==> src/rtl/dbg_unit_defines.vh <==
`ifndef DBG_UNIT_DEFINES_VH
`define DBG_UNIT_DEFINES_VH

// Tile configuration space (config port)
`define CFG_DEBUG_WRITE_PERMISSION   8'h04
`define CFG_DEBUG_INTERRUPT_REQUEST  8'h05
// Processor status space (debug port), base of each bank of four; interrupt type and data are single registers
`define PS_INSTR_BREAK_ADDR          8'h30
`define PS_INSTR_BREAK_CONTROL       8'h40
`define PS_DATA_WATCH_FIRST_ADDR     8'h50
`define PS_DATA_WATCH_SECOND_ADDR    8'h60
`define PS_DATA_WATCH_CONTROL        8'h70
`define PS_RESOURCE_WATCH_MASK       8'h80
`define PS_RESOURCE_WATCH_VALUE      8'h90
`define PS_RESOURCE_WATCH_CONTROL    8'h9c
`define PS_DEBUG_INTERRUPT_TYPE      8'h15
`define PS_DEBUG_INTERRUPT_DATA      8'h16

// Control fields
`define CTL_ENABLE_BIT               0
`define CTL_MODE_BIT                 1
`define CTL_LOADS_BIT                2
`define CTL_THREAD_HI                23
`define CTL_THREAD_LO                16
`define IBC_WRITE_MASK               32'h00ff0003
`define DWC_WRITE_MASK               32'h00ff0007
`define RWC_WRITE_MASK               32'h00ff0003
`define CTL_RESET                    32'h00000000

// Permission and request fields
`define PERM_ALL_BIT                 31
`define PERM_SYS_BIT                 0
`define REQ_RAISE_BIT                0
`define REQ_MODE_BIT                 1

// Access sources
`define SRC_SYSTEM_SWITCH            2'h0
`define SRC_DEBUG_SCRATCH            2'h1
`define SRC_JTAG                     2'h2
`define SRC_LOCAL                    2'h3

// Cause codes
`define CAUSE_INSTR                  3'h3
`define CAUSE_DATA                   3'h4
`define CAUSE_RESOURCE               3'h5

`endif

==> src/rtl/dbg_comparator.v <==
`timescale 1ns/100ps
// One comparator; kind: 0 instruction, 1 data, 2 resource
module dbg_comparator
#(
  parameter KIND = 0
)
(
  input  wire [31:0] ctl,
  input  wire [31:0] first_val,
  input  wire [31:0] second_val,
  input  wire [2:0]  thread,
  input  wire        valid,
  input  wire [31:0] probe,
  input  wire        is_load,
  output reg         hit
);
`include "dbg_unit_defines.vh"

  reg [7:0] threads;
  reg       cond_a;
  reg       cond_b;
  reg       cond;

  always @*
  begin
    threads = ctl[`CTL_THREAD_HI:`CTL_THREAD_LO];
    cond_a  = 1'b0;
    cond_b  = 1'b0;
    cond    = 1'b0;
    if (KIND == 0)
    begin
      cond = ctl[`CTL_MODE_BIT] ? (probe != first_val) : (probe == first_val);
    end
    else if (KIND == 1)
    begin
      cond_a = (probe == first_val);
      cond_b = (probe == second_val);
      cond   = ctl[`CTL_MODE_BIT] ? (cond_a | cond_b) : (cond_a & cond_b);
      // Loads only count when asked for
      if (is_load && !ctl[`CTL_LOADS_BIT])
        cond = 1'b0;
    end
    else
    begin
      cond_a = ((probe & first_val) == second_val);
      cond_b = ((probe & first_val) != second_val);
      cond   = ctl[`CTL_MODE_BIT] ? cond_b : cond_a;
    end
    hit = valid & ctl[`CTL_ENABLE_BIT] & threads[thread] & cond;
  end

endmodule // dbg_comparator

==> src/rtl/dbg_unit.v <==
`timescale 1ns/100ps
`include "dbg_unit_defines.vh"

// Overview of operation
// - Control bits 23:16 enable each comparator per thread.
// - Control bit 0 is master enable; clear never triggers; resets zero.
// - Four instruction breakpoint control registers.
// - Instruction bit 1: zero breaks on PC equal, one on PC differing.
// - Four 32-bit first data watch addresses.
// - Four 32-bit second data watch addresses.
// - Data control bit 2 lets loads trigger too.
// - Data control bit 1: zero A and B, one A or B.
// - Four 32-bit resource watch masks.
// - Four 32-bit resource watch values.
// - Resource control bit 1 picks condition A or B.
// - Permission bit 31 blocks writes from system switch, scratch path and JTAG.
// - Permission bit 0 blocks writes from system switch only; both reset zero.
// - Writing one to request bit 0 raises a debug interrupt.
// - Request bit 1 reads one in debug mode; resets zero.
// - Cause code 3 instruction, 4 data, 5 resource.
// - Simultaneous hits report instruction over data over resource, lowest-numbered comparator within a kind.
// - Capture effective address or resource id into interrupt data.
module dbg_unit
(
  input  wire        ref_clk,
  input  wire        nrst,
  // Tile configuration port
  input  wire        cfg_wr,
  input  wire        cfg_rd,
  input  wire [1:0]  cfg_src,
  input  wire [7:0]  cfg_addr,
  input  wire [31:0] cfg_wdata,
  output reg  [31:0] cfg_rdata,
  // Processor status (debug) port
  input  wire        ps_wr,
  input  wire        ps_rd,
  input  wire [7:0]  ps_addr,
  input  wire [31:0] ps_wdata,
  output reg  [31:0] ps_rdata,
  // Core probes
  input  wire        pc_valid,
  input  wire [2:0]  pc_thread,
  input  wire [31:0] pc_value,
  input  wire        mem_valid,
  input  wire [2:0]  mem_thread,
  input  wire [31:0] mem_addr,
  input  wire        mem_is_load,
  input  wire        res_valid,
  input  wire [2:0]  res_thread,
  input  wire [31:0] res_id,
  input  wire        debug_mode,
  output reg         debug_irq
);

  ////////////////////////////////////////////////////////////////////////////
  // Storage
  reg [31:0] ib_addr_r [0:3];
  reg [31:0] ib_ctl_r  [0:3];
  reg [31:0] dw_a1_r   [0:3];
  reg [31:0] dw_a2_r   [0:3];
  reg [31:0] dw_ctl_r  [0:3];
  reg [31:0] rw_mask_r [0:3];
  reg [31:0] rw_val_r  [0:3];
  reg [31:0] rw_ctl_r  [0:3];
  reg        perm_all_r;
  reg        perm_sys_r;
  reg        mode_r;
  reg [2:0]  cause_r;
  reg [7:0]  cause_thread_r;
  reg [1:0]  cause_num_r;
  reg [31:0] int_data_r;

  // Bank decode: hit if addr in base..base+3
  function in_bank;
    input [7:0] addr;
    input [7:0] base;
    begin
      in_bank = (addr[7:2] == base[7:2]) && (addr[1:0] >= base[1:0]);
    end
  endfunction

  function [1:0] bank_idx;
    input [7:0] addr;
    input [7:0] base;
    begin
      bank_idx = addr[1:0] - base[1:0];
    end
  endfunction

  // Index of lowest set bit of four
  function [1:0] low_idx;
    input [3:0] v;
    begin
      low_idx = v[0] ? 2'd0 : v[1] ? 2'd1 : v[2] ? 2'd2 : 2'd3;
    end
  endfunction

  ////////////////////////////////////////////////////////////////////////////
  // Comparators
  wire [3:0] ib_hit;
  wire [3:0] dw_hit;
  wire [3:0] rw_hit;

  genvar g;
  generate
    for (g = 0; g < 4; g = g + 1)
    begin : cmp
      dbg_comparator #(.KIND(0)) u_ib
      (
        .ctl        (ib_ctl_r[g]),
        .first_val  (ib_addr_r[g]),
        .second_val (32'h00000000),
        .thread     (pc_thread),
        .valid      (pc_valid),
        .probe      (pc_value),
        .is_load    (1'b0),
        .hit        (ib_hit[g])
      );
      dbg_comparator #(.KIND(1)) u_dw
      (
        .ctl        (dw_ctl_r[g]),
        .first_val  (dw_a1_r[g]),
        .second_val (dw_a2_r[g]),
        .thread     (mem_thread),
        .valid      (mem_valid),
        .probe      (mem_addr),
        .is_load    (mem_is_load),
        .hit        (dw_hit[g])
      );
      dbg_comparator #(.KIND(2)) u_rw
      (
        .ctl        (rw_ctl_r[g]),
        .first_val  (rw_mask_r[g]),
        .second_val (rw_val_r[g]),
        .thread     (res_thread),
        .valid      (res_valid),
        .probe      (res_id),
        .is_load    (1'b0),
        .hit        (rw_hit[g])
      );
    end
  endgenerate

  ////////////////////////////////////////////////////////////////////////////
  // Write qualification
  wire cfg_blocked = perm_all_r ? (cfg_src != `SRC_LOCAL)
                                : (perm_sys_r && cfg_src == `SRC_SYSTEM_SWITCH);
  // The permission register obeys its own lock, so once bit 31 is set only a local access can undo it
  wire cfg_we = cfg_wr && !cfg_blocked;
  // Debug registers only change while halted, so a live comparator is never half-written
  wire ps_we  = ps_wr && debug_mode;

  wire any_hit  = |{ib_hit, dw_hit, rw_hit};
  wire host_req = cfg_we && cfg_addr == `CFG_DEBUG_INTERRUPT_REQUEST && cfg_wdata[`REQ_RAISE_BIT];

  ////////////////////////////////////////////////////////////////////////////
  // Registers
  integer i;
  always @(posedge ref_clk or negedge nrst)
  begin
    if (!nrst)
    begin
      for (i = 0; i < 4; i = i + 1)
      begin
        ib_addr_r[i] <= 32'h00000000;
        ib_ctl_r[i]  <= `CTL_RESET;
        dw_a1_r[i]   <= 32'h00000000;
        dw_a2_r[i]   <= 32'h00000000;
        dw_ctl_r[i]  <= `CTL_RESET;
        rw_mask_r[i] <= 32'h00000000;
        rw_val_r[i]  <= 32'h00000000;
        rw_ctl_r[i]  <= `CTL_RESET;
      end
      perm_all_r     <= 1'b0;
      perm_sys_r     <= 1'b0;
      mode_r         <= 1'b0;
      debug_irq      <= 1'b0;
      cfg_rdata      <= 32'h00000000;
      ps_rdata       <= 32'h00000000;
    end
    else
    begin
      // Request bit 1 mirrors the mode pin one cycle late
      mode_r    <= debug_mode;
      debug_irq <= ((any_hit && !debug_mode) || host_req);
      if (cfg_we && cfg_addr == `CFG_DEBUG_WRITE_PERMISSION)
      begin
        perm_all_r <= cfg_wdata[`PERM_ALL_BIT];
        perm_sys_r <= cfg_wdata[`PERM_SYS_BIT];
      end
      // Reserved control bits are masked here so they always read back zero
      if (ps_we)
      begin
        if (in_bank(ps_addr, `PS_INSTR_BREAK_ADDR))
          ib_addr_r[bank_idx(ps_addr, `PS_INSTR_BREAK_ADDR)] <= ps_wdata;
        if (in_bank(ps_addr, `PS_INSTR_BREAK_CONTROL))
          ib_ctl_r[bank_idx(ps_addr, `PS_INSTR_BREAK_CONTROL)] <= ps_wdata & `IBC_WRITE_MASK;
        if (in_bank(ps_addr, `PS_DATA_WATCH_FIRST_ADDR))
          dw_a1_r[bank_idx(ps_addr, `PS_DATA_WATCH_FIRST_ADDR)] <= ps_wdata;
        if (in_bank(ps_addr, `PS_DATA_WATCH_SECOND_ADDR))
          dw_a2_r[bank_idx(ps_addr, `PS_DATA_WATCH_SECOND_ADDR)] <= ps_wdata;
        if (in_bank(ps_addr, `PS_DATA_WATCH_CONTROL))
          dw_ctl_r[bank_idx(ps_addr, `PS_DATA_WATCH_CONTROL)] <= ps_wdata & `DWC_WRITE_MASK;
        if (in_bank(ps_addr, `PS_RESOURCE_WATCH_MASK))
          rw_mask_r[bank_idx(ps_addr, `PS_RESOURCE_WATCH_MASK)] <= ps_wdata;
        if (in_bank(ps_addr, `PS_RESOURCE_WATCH_VALUE))
          rw_val_r[bank_idx(ps_addr, `PS_RESOURCE_WATCH_VALUE)] <= ps_wdata;
        if (in_bank(ps_addr, `PS_RESOURCE_WATCH_CONTROL))
          rw_ctl_r[bank_idx(ps_addr, `PS_RESOURCE_WATCH_CONTROL)] <= ps_wdata & `RWC_WRITE_MASK;
      end

      // Read data, registered; unmapped reads return zero
      if (cfg_rd)
      begin
        case (cfg_addr)
          `CFG_DEBUG_WRITE_PERMISSION:
            cfg_rdata <= {perm_all_r, 30'h00000000, perm_sys_r};
          `CFG_DEBUG_INTERRUPT_REQUEST:
            cfg_rdata <= {30'h00000000, mode_r, 1'b0};
          default:
            cfg_rdata <= 32'h00000000;
        endcase
      end
      if (ps_rd)
      begin
        if (in_bank(ps_addr, `PS_INSTR_BREAK_ADDR))
          ps_rdata <= ib_addr_r[bank_idx(ps_addr, `PS_INSTR_BREAK_ADDR)];
        else if (in_bank(ps_addr, `PS_INSTR_BREAK_CONTROL))
          ps_rdata <= ib_ctl_r[bank_idx(ps_addr, `PS_INSTR_BREAK_CONTROL)];
        else if (in_bank(ps_addr, `PS_DATA_WATCH_FIRST_ADDR))
          ps_rdata <= dw_a1_r[bank_idx(ps_addr, `PS_DATA_WATCH_FIRST_ADDR)];
        else if (in_bank(ps_addr, `PS_DATA_WATCH_SECOND_ADDR))
          ps_rdata <= dw_a2_r[bank_idx(ps_addr, `PS_DATA_WATCH_SECOND_ADDR)];
        else if (in_bank(ps_addr, `PS_DATA_WATCH_CONTROL))
          ps_rdata <= dw_ctl_r[bank_idx(ps_addr, `PS_DATA_WATCH_CONTROL)];
        else if (in_bank(ps_addr, `PS_RESOURCE_WATCH_MASK))
          ps_rdata <= rw_mask_r[bank_idx(ps_addr, `PS_RESOURCE_WATCH_MASK)];
        else if (in_bank(ps_addr, `PS_RESOURCE_WATCH_VALUE))
          ps_rdata <= rw_val_r[bank_idx(ps_addr, `PS_RESOURCE_WATCH_VALUE)];
        else if (in_bank(ps_addr, `PS_RESOURCE_WATCH_CONTROL))
          ps_rdata <= rw_ctl_r[bank_idx(ps_addr, `PS_RESOURCE_WATCH_CONTROL)];
        else if (ps_addr == `PS_DEBUG_INTERRUPT_TYPE)
          ps_rdata <= {14'h0000, cause_num_r, cause_thread_r, 5'h00, cause_r};
        else if (ps_addr == `PS_DEBUG_INTERRUPT_DATA)
          ps_rdata <= int_data_r;
        else
          ps_rdata <= 32'h00000000;
      end
    end
  end

  ////////////////////////////////////////////////////////////////////////////
  // Cause capture
  always @(posedge ref_clk or negedge nrst)
  begin
    if (!nrst)
    begin
      cause_r        <= 3'h0;
      cause_thread_r <= 8'h00;
      cause_num_r    <= 2'h0;
      int_data_r     <= 32'h00000000;
    end
    else
    begin
      // Hits are ignored in debug mode so the recorded cause survives inspection
      if (any_hit && !debug_mode)
      begin
        if (|ib_hit)
        begin
          cause_r        <= `CAUSE_INSTR;
          cause_num_r    <= low_idx(ib_hit);
          cause_thread_r <= {5'h00, pc_thread};
        end
        else if (|dw_hit)
        begin
          cause_r        <= `CAUSE_DATA;
          cause_num_r    <= low_idx(dw_hit);
          cause_thread_r <= {5'h00, mem_thread};
          int_data_r     <= mem_addr;
        end
        else
        begin
          cause_r        <= `CAUSE_RESOURCE;
          cause_num_r    <= low_idx(rw_hit);
          cause_thread_r <= {5'h00, res_thread};
          int_data_r     <= res_id;
        end
      end
      else if (ps_we && ps_addr == `PS_DEBUG_INTERRUPT_DATA)
        int_data_r <= ps_wdata;
      else if (host_req && !debug_mode)
      begin
        cause_r        <= 3'h1;
        cause_num_r    <= 2'h0;
        cause_thread_r <= 8'h00;
      end
    end
  end

endmodule // dbg_unit

==> config.mk <==
export PLATFORM = sky130hd
export DESIGN_NAME = dbg_unit
export DESIGN_NICKNAME = d
export VERILOG_FILES = /design/src/rtl/dbg_comparator.v /design/src/rtl/dbg_unit.v
export VERILOG_INCLUDE_DIRS = /design/src /design/src/rtl
export SDC_FILE = /design/constraint.sdc
export NUM_CORES = 2
export LEC_CHECK = 0
export BUFFER_PORTS_ARGS = -buffer_cell sky130_fd_sc_hd__buf_2
export CORE_MARGIN = 3
export CORE_UTILIZATION = 55
export CTS_CLUSTER_DIAMETER = 100
export DETAILED_ROUTE_END_ITERATION = 6
export GPL_TIMING_DRIVEN = 0
export PLACE_DENSITY = 0.73
export SYNTH_ARGS = -nofsm -noshare
export SYNTH_HDL_FRONTEND = slang
export SYNTH_HIERARCHICAL = 1
export SYNTH_SLANG_ARGS = --single-unit
export TNS_END_PERCENT = 1
==> constraint.sdc <==
create_clock -name ref_clk -period 6.35 [get_ports ref_clk]
set_input_delay 0.635 -clock ref_clk [delete_from_list [all_inputs] [get_ports ref_clk]]
set_output_delay 0.635 -clock ref_clk [all_outputs]
set_load 0.005 [all_outputs]
* After elaboration in Yosys (flattened, before gate mapping) *
Cells that the tools add are included.

storage, ports and cells
  memory bits (writable) = 0
  latch bits = 0
  bits of input ports = 198
  logic and storage cells = 295
  memory bits (read-only) = 0
  flip-flop bits (word level) = 1,137
  memories kept = 0

operators by class
  bitwise operators = 49
  mux-type cells = 114
  reductions and logical operators = 45
  div/mod/pow operators = 0
  eq/ne operators = 39
  $lt $le $gt $ge = 6
  shifts and indexed selects = 0
  multipliers = 0
  add/sub/neg operators = 0

operators with widths
  cell                                                        count
  bitwise mux 128 bit                                         8
  2-to-1 mux 32 bit                                           31
  binary-select mux 32 bit (select 2 bit)                     8
  equality test 32 bit                                        16
  inequality test 32 bit                                      8
  bitwise AND 32 bit                                          4
  demux 32 bit (select 2 bit)                                 1
  one-hot mux 32 bit (2 select lines)                         1
  bitwise AND 1 bit                                           40
  binary-select mux 1 bit (select 3 bit)                      12
  2-to-1 mux 1 bit                                            33
  equality test 6 x 5 -> 1 bit, second input constant         4
  2-to-1 mux 8 bit                                            3
  logical AND 1 bit                                           22
  2-to-1 mux 2 bit                                            11
  AND reduction 2 bit                                         10
  equality test 6 bit, second input constant                  3
  2-to-1 mux 3 bit                                            6
  equality test 8 x 3 -> 1 bit, second input constant         2
  equality test 8 x 5 -> 1 bit, second input constant         2
  less-than comparator 3 x 4 -> 1 bit, second input constant  3
  OR reduction 12 bit                                         1
  OR reduction 4 bit                                          2
  equality test 6 x 4 -> 1 bit, second input constant         1
  other kinds (10)                                            21

* Depth between registers and ports, before layout *
  depth after elaboration = 12
  depth in mapped cells = 13
  mapped depth without buffers = 11

* Cells and area by module *
Netlist, hierarchy kept.

modules (own cells, without submodules)
  module                            area each (um^2)  cells an instance  instances
  dbg_unit                          38,966.1          2,670              1
  dbg_comparator (cmp[0].u_dw ...)  793.3             94                 4
  dbg_comparator (cmp[0].u_rw ...)  683.2             93                 4
  dbg_comparator (cmp[0].u_ib ...)  436.7             51                 4

* Worst setup path before layout *
Ideal clock, no wire load.

  kind = input-to-reg
  from = input mem_thread[0]
  to = register int_data_r[10]
  data arrival time = 3,039 ps
  stages on the path = 11
  data required time = 6,255 ps
  setup slack = 3,215 ps
  library setup time = 95 ps
  cell sequence = mux4_1 > mux2_2 > o2111ai_2 > a21oi_2 > nor4_2 > a211o_1 > o21a_1 > buf_2 > clkbuf_1 > nand2_1 > o31ai_1

on the way
  cells in the longest elaborated chain, start to end = 8

RTL lines
  element                                                                    RTL line                        RTL
  start, declared                                                            dbg_unit.v:45                   input wire [2:0] mem_thread,
  binary-select mux 1 bit (select 3 bit) *                                   dbg_comparator.v:49             hit = valid & ctl[`CTL_ENABLE_BIT] & threads[thread] & cond;
  2-to-1 mux 1 bit (not written as such) *                                   dbg_comparator.v:49
  bitwise AND 1 bit * (2 in a row)                                           dbg_comparator.v:49
  net dw_hit[1]                                                              dbg_unit.v:101                  wire [3:0] dw_hit;
  OR reduction 12 bit / OR reduction 4 bit (equally long branches)           dbg_unit.v:153, dbg_unit.v:274
  logical AND 1 bit / 2-to-1 mux 32 bit (equally long branches)              dbg_unit.v:266, dbg_unit.v:274
  inequality test 2 bit (no line), or another cell as far along              -
  AND reduction 2 bit (no line) / 2-to-1 mux 32 bit (equally long branches)  -
  end signal, assigned                                                       dbg_unit.v:279                  int_data_r <= mem_addr;
  end signal, assigned                                                       dbg_unit.v:286                  int_data_r <= res_id;
  end signal, assigned                                                       dbg_unit.v:290                  int_data_r <= ps_wdata;
  end, declared                                                              dbg_unit.v:71                   reg [31:0] int_data_r;

Mark *: on every way through the listed nets, which the timed path passes. The rest lies on a longest branch. The select of a mux whose other input is x is not followed.
A chain may end at the register's enable or synchronous reset.

* Final worst setup path *
  from = register ib_addr_r[20] (netlist bit)
  to = register int_data_r[21]

on the way
  cells in the longest elaborated chain, start to end = 7

RTL lines
  element                                                                       RTL line             RTL
  start, declared                                                               dbg_unit.v:57        reg [31:0] ib_addr_r [0:3];
  start signal, assigned by index                                               dbg_unit.v:195       ib_addr_r[bank_idx(ps_addr, `PS_INSTR_BREAK_ADDR)] <= ps_wdata;
  equality test 32 bit / inequality test 32 bit (equally long branches)         dbg_comparator.v:32  cond = ctl[`CTL_MODE_BIT] ? (probe != first_val) : (probe == first_val);
  2-to-1 mux 1 bit *                                                            dbg_comparator.v:32
  bitwise AND 1 bit *                                                           dbg_comparator.v:49
  net ib_hit[3]                                                                 dbg_unit.v:100       wire [3:0] ib_hit;
  OR reduction 12 bit                                                           dbg_unit.v:153       wire any_hit = |{ib_hit, dw_hit, rw_hit};
  logical AND 1 bit                                                             dbg_unit.v:266       if (any_hit && !debug_mode)
  inequality test 2 bit (no line) / nonzero test 2 bit (equally long branches)  -
  AND reduction 2 bit (no line)                                                 -

Mark *: on every way through the listed nets, which the timed path passes. The rest lies on a longest branch.

==> results.md <==
* Cell area after synthesis at 46600 um2
* Slowest library cell on the worst path: nor2_1
* Sink Count at 843
* Syn. warnings at 6
* CP dominant cell by count: clkbuf_1
* Syn Area/Cell at 12.9 um2
* Clock share of power at 44.7%
* Setup bufs post-CTS at 0
* Area contributors post-synth: dfrtp_1 (45%), mux2_2 (16%), mux4_2 (9.2%)
* Power per cell area at 244 nW/um2
* Startpoint types: flip-flop
* Hold slack at 0.161 ns
* CP endpoint kind: flip-flop
* Post-synth cell types at 74
* Routability congestion estimate at 1.07
* Internal power at 0.00929 W
* Seq pwr share at 44.2%
* Crit path time final at 5.05 ns
* Worst setup margin at 1.30 ns
* Setup WS pre-CTS at 1.35 ns
* Most frequent cells in the layout: dfrtp_1 (843), mux2_2 (660), xor2_1 (384), buf_2 (263), mux4_2 (191)
* CTS tree: yes
* Worst path buffer plus inverter count at 2
* Top FF cell, synth: dfrtp_1
* Routed Wire Length at 204 mm
* Final Max Tran Viols at 62
* Nets at 4152
* IO Pins at 263
* Setup CP Type: flip-flop to flip-flop
* Pleak at 26.1 nW
* Synth Instances at 3622
* Crit-path cells: xor2_1 > nor4_1 > nand4_1 > nor2_1 > mux2i_1 > nor4_2 > a31oi_1 > clkbuf_1 > clkbuf_1 > and3_1 > o31ai_1
* CP Max Fanout at 10
* Clock slew seen by the registers of the worst setup and hold paths at 0.06 ns
* CP delay by family, top: simple AND/OR/NAND/NOR gates
* Failing checks: capacitance limit, slew limit
* Largest net degree at the start of global routing at 120
* Via density at 7.07
* Die height at 297 um
* WL per Instance at 39.5 um
* Root buffer cell: clkbuf_16
* Final Cycle Share at 79.5%
* Drt initial violations at 5029
* Die area at 88300 um2
* Num CTS Buffers at 94
* Synth Register Bits at 843
* Sw Pwr at 0.00353 W
* Max Cap Viol at 7
* Starting Density at 55.6%
* Crit path DAT at 5.63 ns
* Unrepaired setup endpoints after global routing: no
* Fin Setup TNS at 0 ns
* Post-synth EDFFs at 0
* Die X at 297 um
* Yosys top cell by area: dfrtp_1
* HPWL Detailed at 154 mm
* Global-route wire length before repair at 279 mm
* DRT antenna net count at 0
* # rows at 106
* Commonest non-fill, non-tap cell in the layout: dfrtp_1
* Total gr overflow at 0
* Area Growth Syn to Fin at 12.9%
* Slew margin rel. at -7.16%
* Fin Clk Skew at 0.0374 ns
* Max Clk Rate at 0.198 GHz
* Final hold vios at 0
* Worst Hold Class: input port to flip-flop
* Register area share after synthesis at 45.3%
* Clock latency on the worst-skew pair at 0.70 ns
* GRT Total Usage at 45.5%
* Slew @ Worst Pin at 1.61 ns
* IR drop worst, VDD at 0.222 mV
* Pre-Repair DR Iteration Count at 6
* H-tree levels at 3
* Clk buf depth at 3
* Layout cell share with drive strength beyond 1 at 34.8%
* Synth top area share at 45.3%
* Async set-reset flop share out of synthesis at 100%
* # DRC at 0
* Antenna violations before repair at 35
* Via count at 36.6k
* Vias in the first global route at 34.9k
* Critical path required time at 6.93 ns
* Net Sw Frac at 27.5%
* Status: finished, violations left
* Delay of the slowest critical-path stage at 0.82 ns
* Total core area at 83800 um2
* Combinational power share at 11.1%
* PortBufs at 198
* Final setup viols at 0
-- power groups by stage --
| stage | registers [W] | logic [W] | clock network (W) |
|---|---|---|---|
| global route | 0.00568 | 0.00145 | 0.00593 |
| finish | 0.00566 | 0.00143 | 0.00573 |
| global placement | 0.00575 | 0.00132 | 0 |
| CTS | 0.00566 | 0.00136 | 0.00572 |
| detailed placement | 0.00575 | 0.00135 | 0 |
| floorplan | 0.00570 | 0.000626 | 0 |
-- registers in the layout (all words and copies together), names as in the netlist --
| signal | flops |
|---|---|
| perm_sys_r | 1 |
| ps_rdata | 32 |
| dw_a2_r | 128 |
| cause_thread_r | 3 |
| mode_r | 1 |
| rw_val_r | 128 |
| ib_ctl_r | 40 |
| cfg_rdata | 3 |
| perm_all_r | 1 |
| rw_ctl_r | 40 |
| rw_mask_r | 128 |
| ib_addr_r | 128 |
| int_data_r | 32 |
| dw_ctl_r | 44 |
| cause_r | 3 |
| cause_num_r | 2 |
| dw_a1_r | 128 |
| debug_irq | 1 |
-- layout make-up --
cell class | count | area, um2
Antenna cell | 17 | 42.5
Inverter | 16 | 60.1
Fill cell | 6690 | 31200
Sequential cell | 843 | 21100
Clock buffer | 126 | 2630
Timing Repair Buffer | 208 | 1250
Clock inverter | 40 | 528
Multi-Input combinational cell | 2523 | 24200
Tap cell | 1134 | 1420
Buffer | 268 | 1390
-- cell usage after synthesis, types with 8 or more instances --
cell type	instances
a21o_1	34
a221oi_1	11
nand2_1	169
nor3_1	19
o21ai_0	29
clkbuf_1	99
nor2_1	92
nand3_1	46
o31ai_1	33
a22oi_1	48
a31oi_1	23
mux2_1	113
nand4_1	43
mux2_2	660
a211oi_2	12
a21boi_0	32
nor2_2	11
buf_1	35
dfrtp_1	843
o2bb2ai_1	11
and3_1	104
mux4_2	191
and3b_1	34
mux2i_1	16
buf_2	66
o22a_1	37
o211ai_1	8
xor2_1	384
a211oi_1	31
mux4_1	24
buf_4	58
or3_1	9
a21oi_1	74
buf_6	10
a221o_1	18
nor4_1	98
inv_1	15
-- through the flow --
step                utilization, %  total power (W)  std cells  instance area [um2]
global placement              58.6          0.00707       4982                49100
finish                        62.8           0.0128       5175                52600
floorplan                        -          0.00633       3650                46700
global route                  62.7           0.0131       5162                52600
detailed placement            58.9          0.00710       4990                49400
CTS                           62.7           0.0127       5157                52600
-- routing by layer --
| metal | vias to the layer above | GRT usage, % | part of all wire [%] |
|---|---|---|---|
| li1 | 14200 | - | - |
| met2 | 2808 | 62.7 | 41 |
| met4 | 10 | 28.3 | 8.0 |
| met1 | 18800 | 57.9 | 36 |
| met3 | 701 | 21.5 | 15 |
| met5 | - | 0 | 0.033 |
-- cells by family after synthesis --
family / share of synthesized area, %
flops: 45.3
simple gates: 7.93
xor+xnor: 7.21
other cells: 0.00804
mux: 29.6
compound gates: 6.91
buf+inv: 3.09
-- timing repair --
action,4_1_cts,5_1_grt
hold buffers,1,0
hold endpoints to repair,25,0
gates resized for setup,0,0
-- path summary, 6_finish.rpt --
path                             endpoint          start  cells after the start  slack (ns)
setup / recovery           int_data_r[21]  ib_addr_r[20]                     11        1.30
hold / removal                     mode_r     debug_mode                      1        0.16
setup reg to reg           int_data_r[21]  ib_addr_r[20]                     11        1.30
hold reg to reg             int_data_r[7]  int_data_r[7]                      2        0.48
max in group asynchronous   ib_addr_r[46]           nrst                      5        4.08
min in group asynchronous    dw_ctl_r[83]           nrst                      2        0.43
Note: power is estimated with default switching activity, not from simulation.
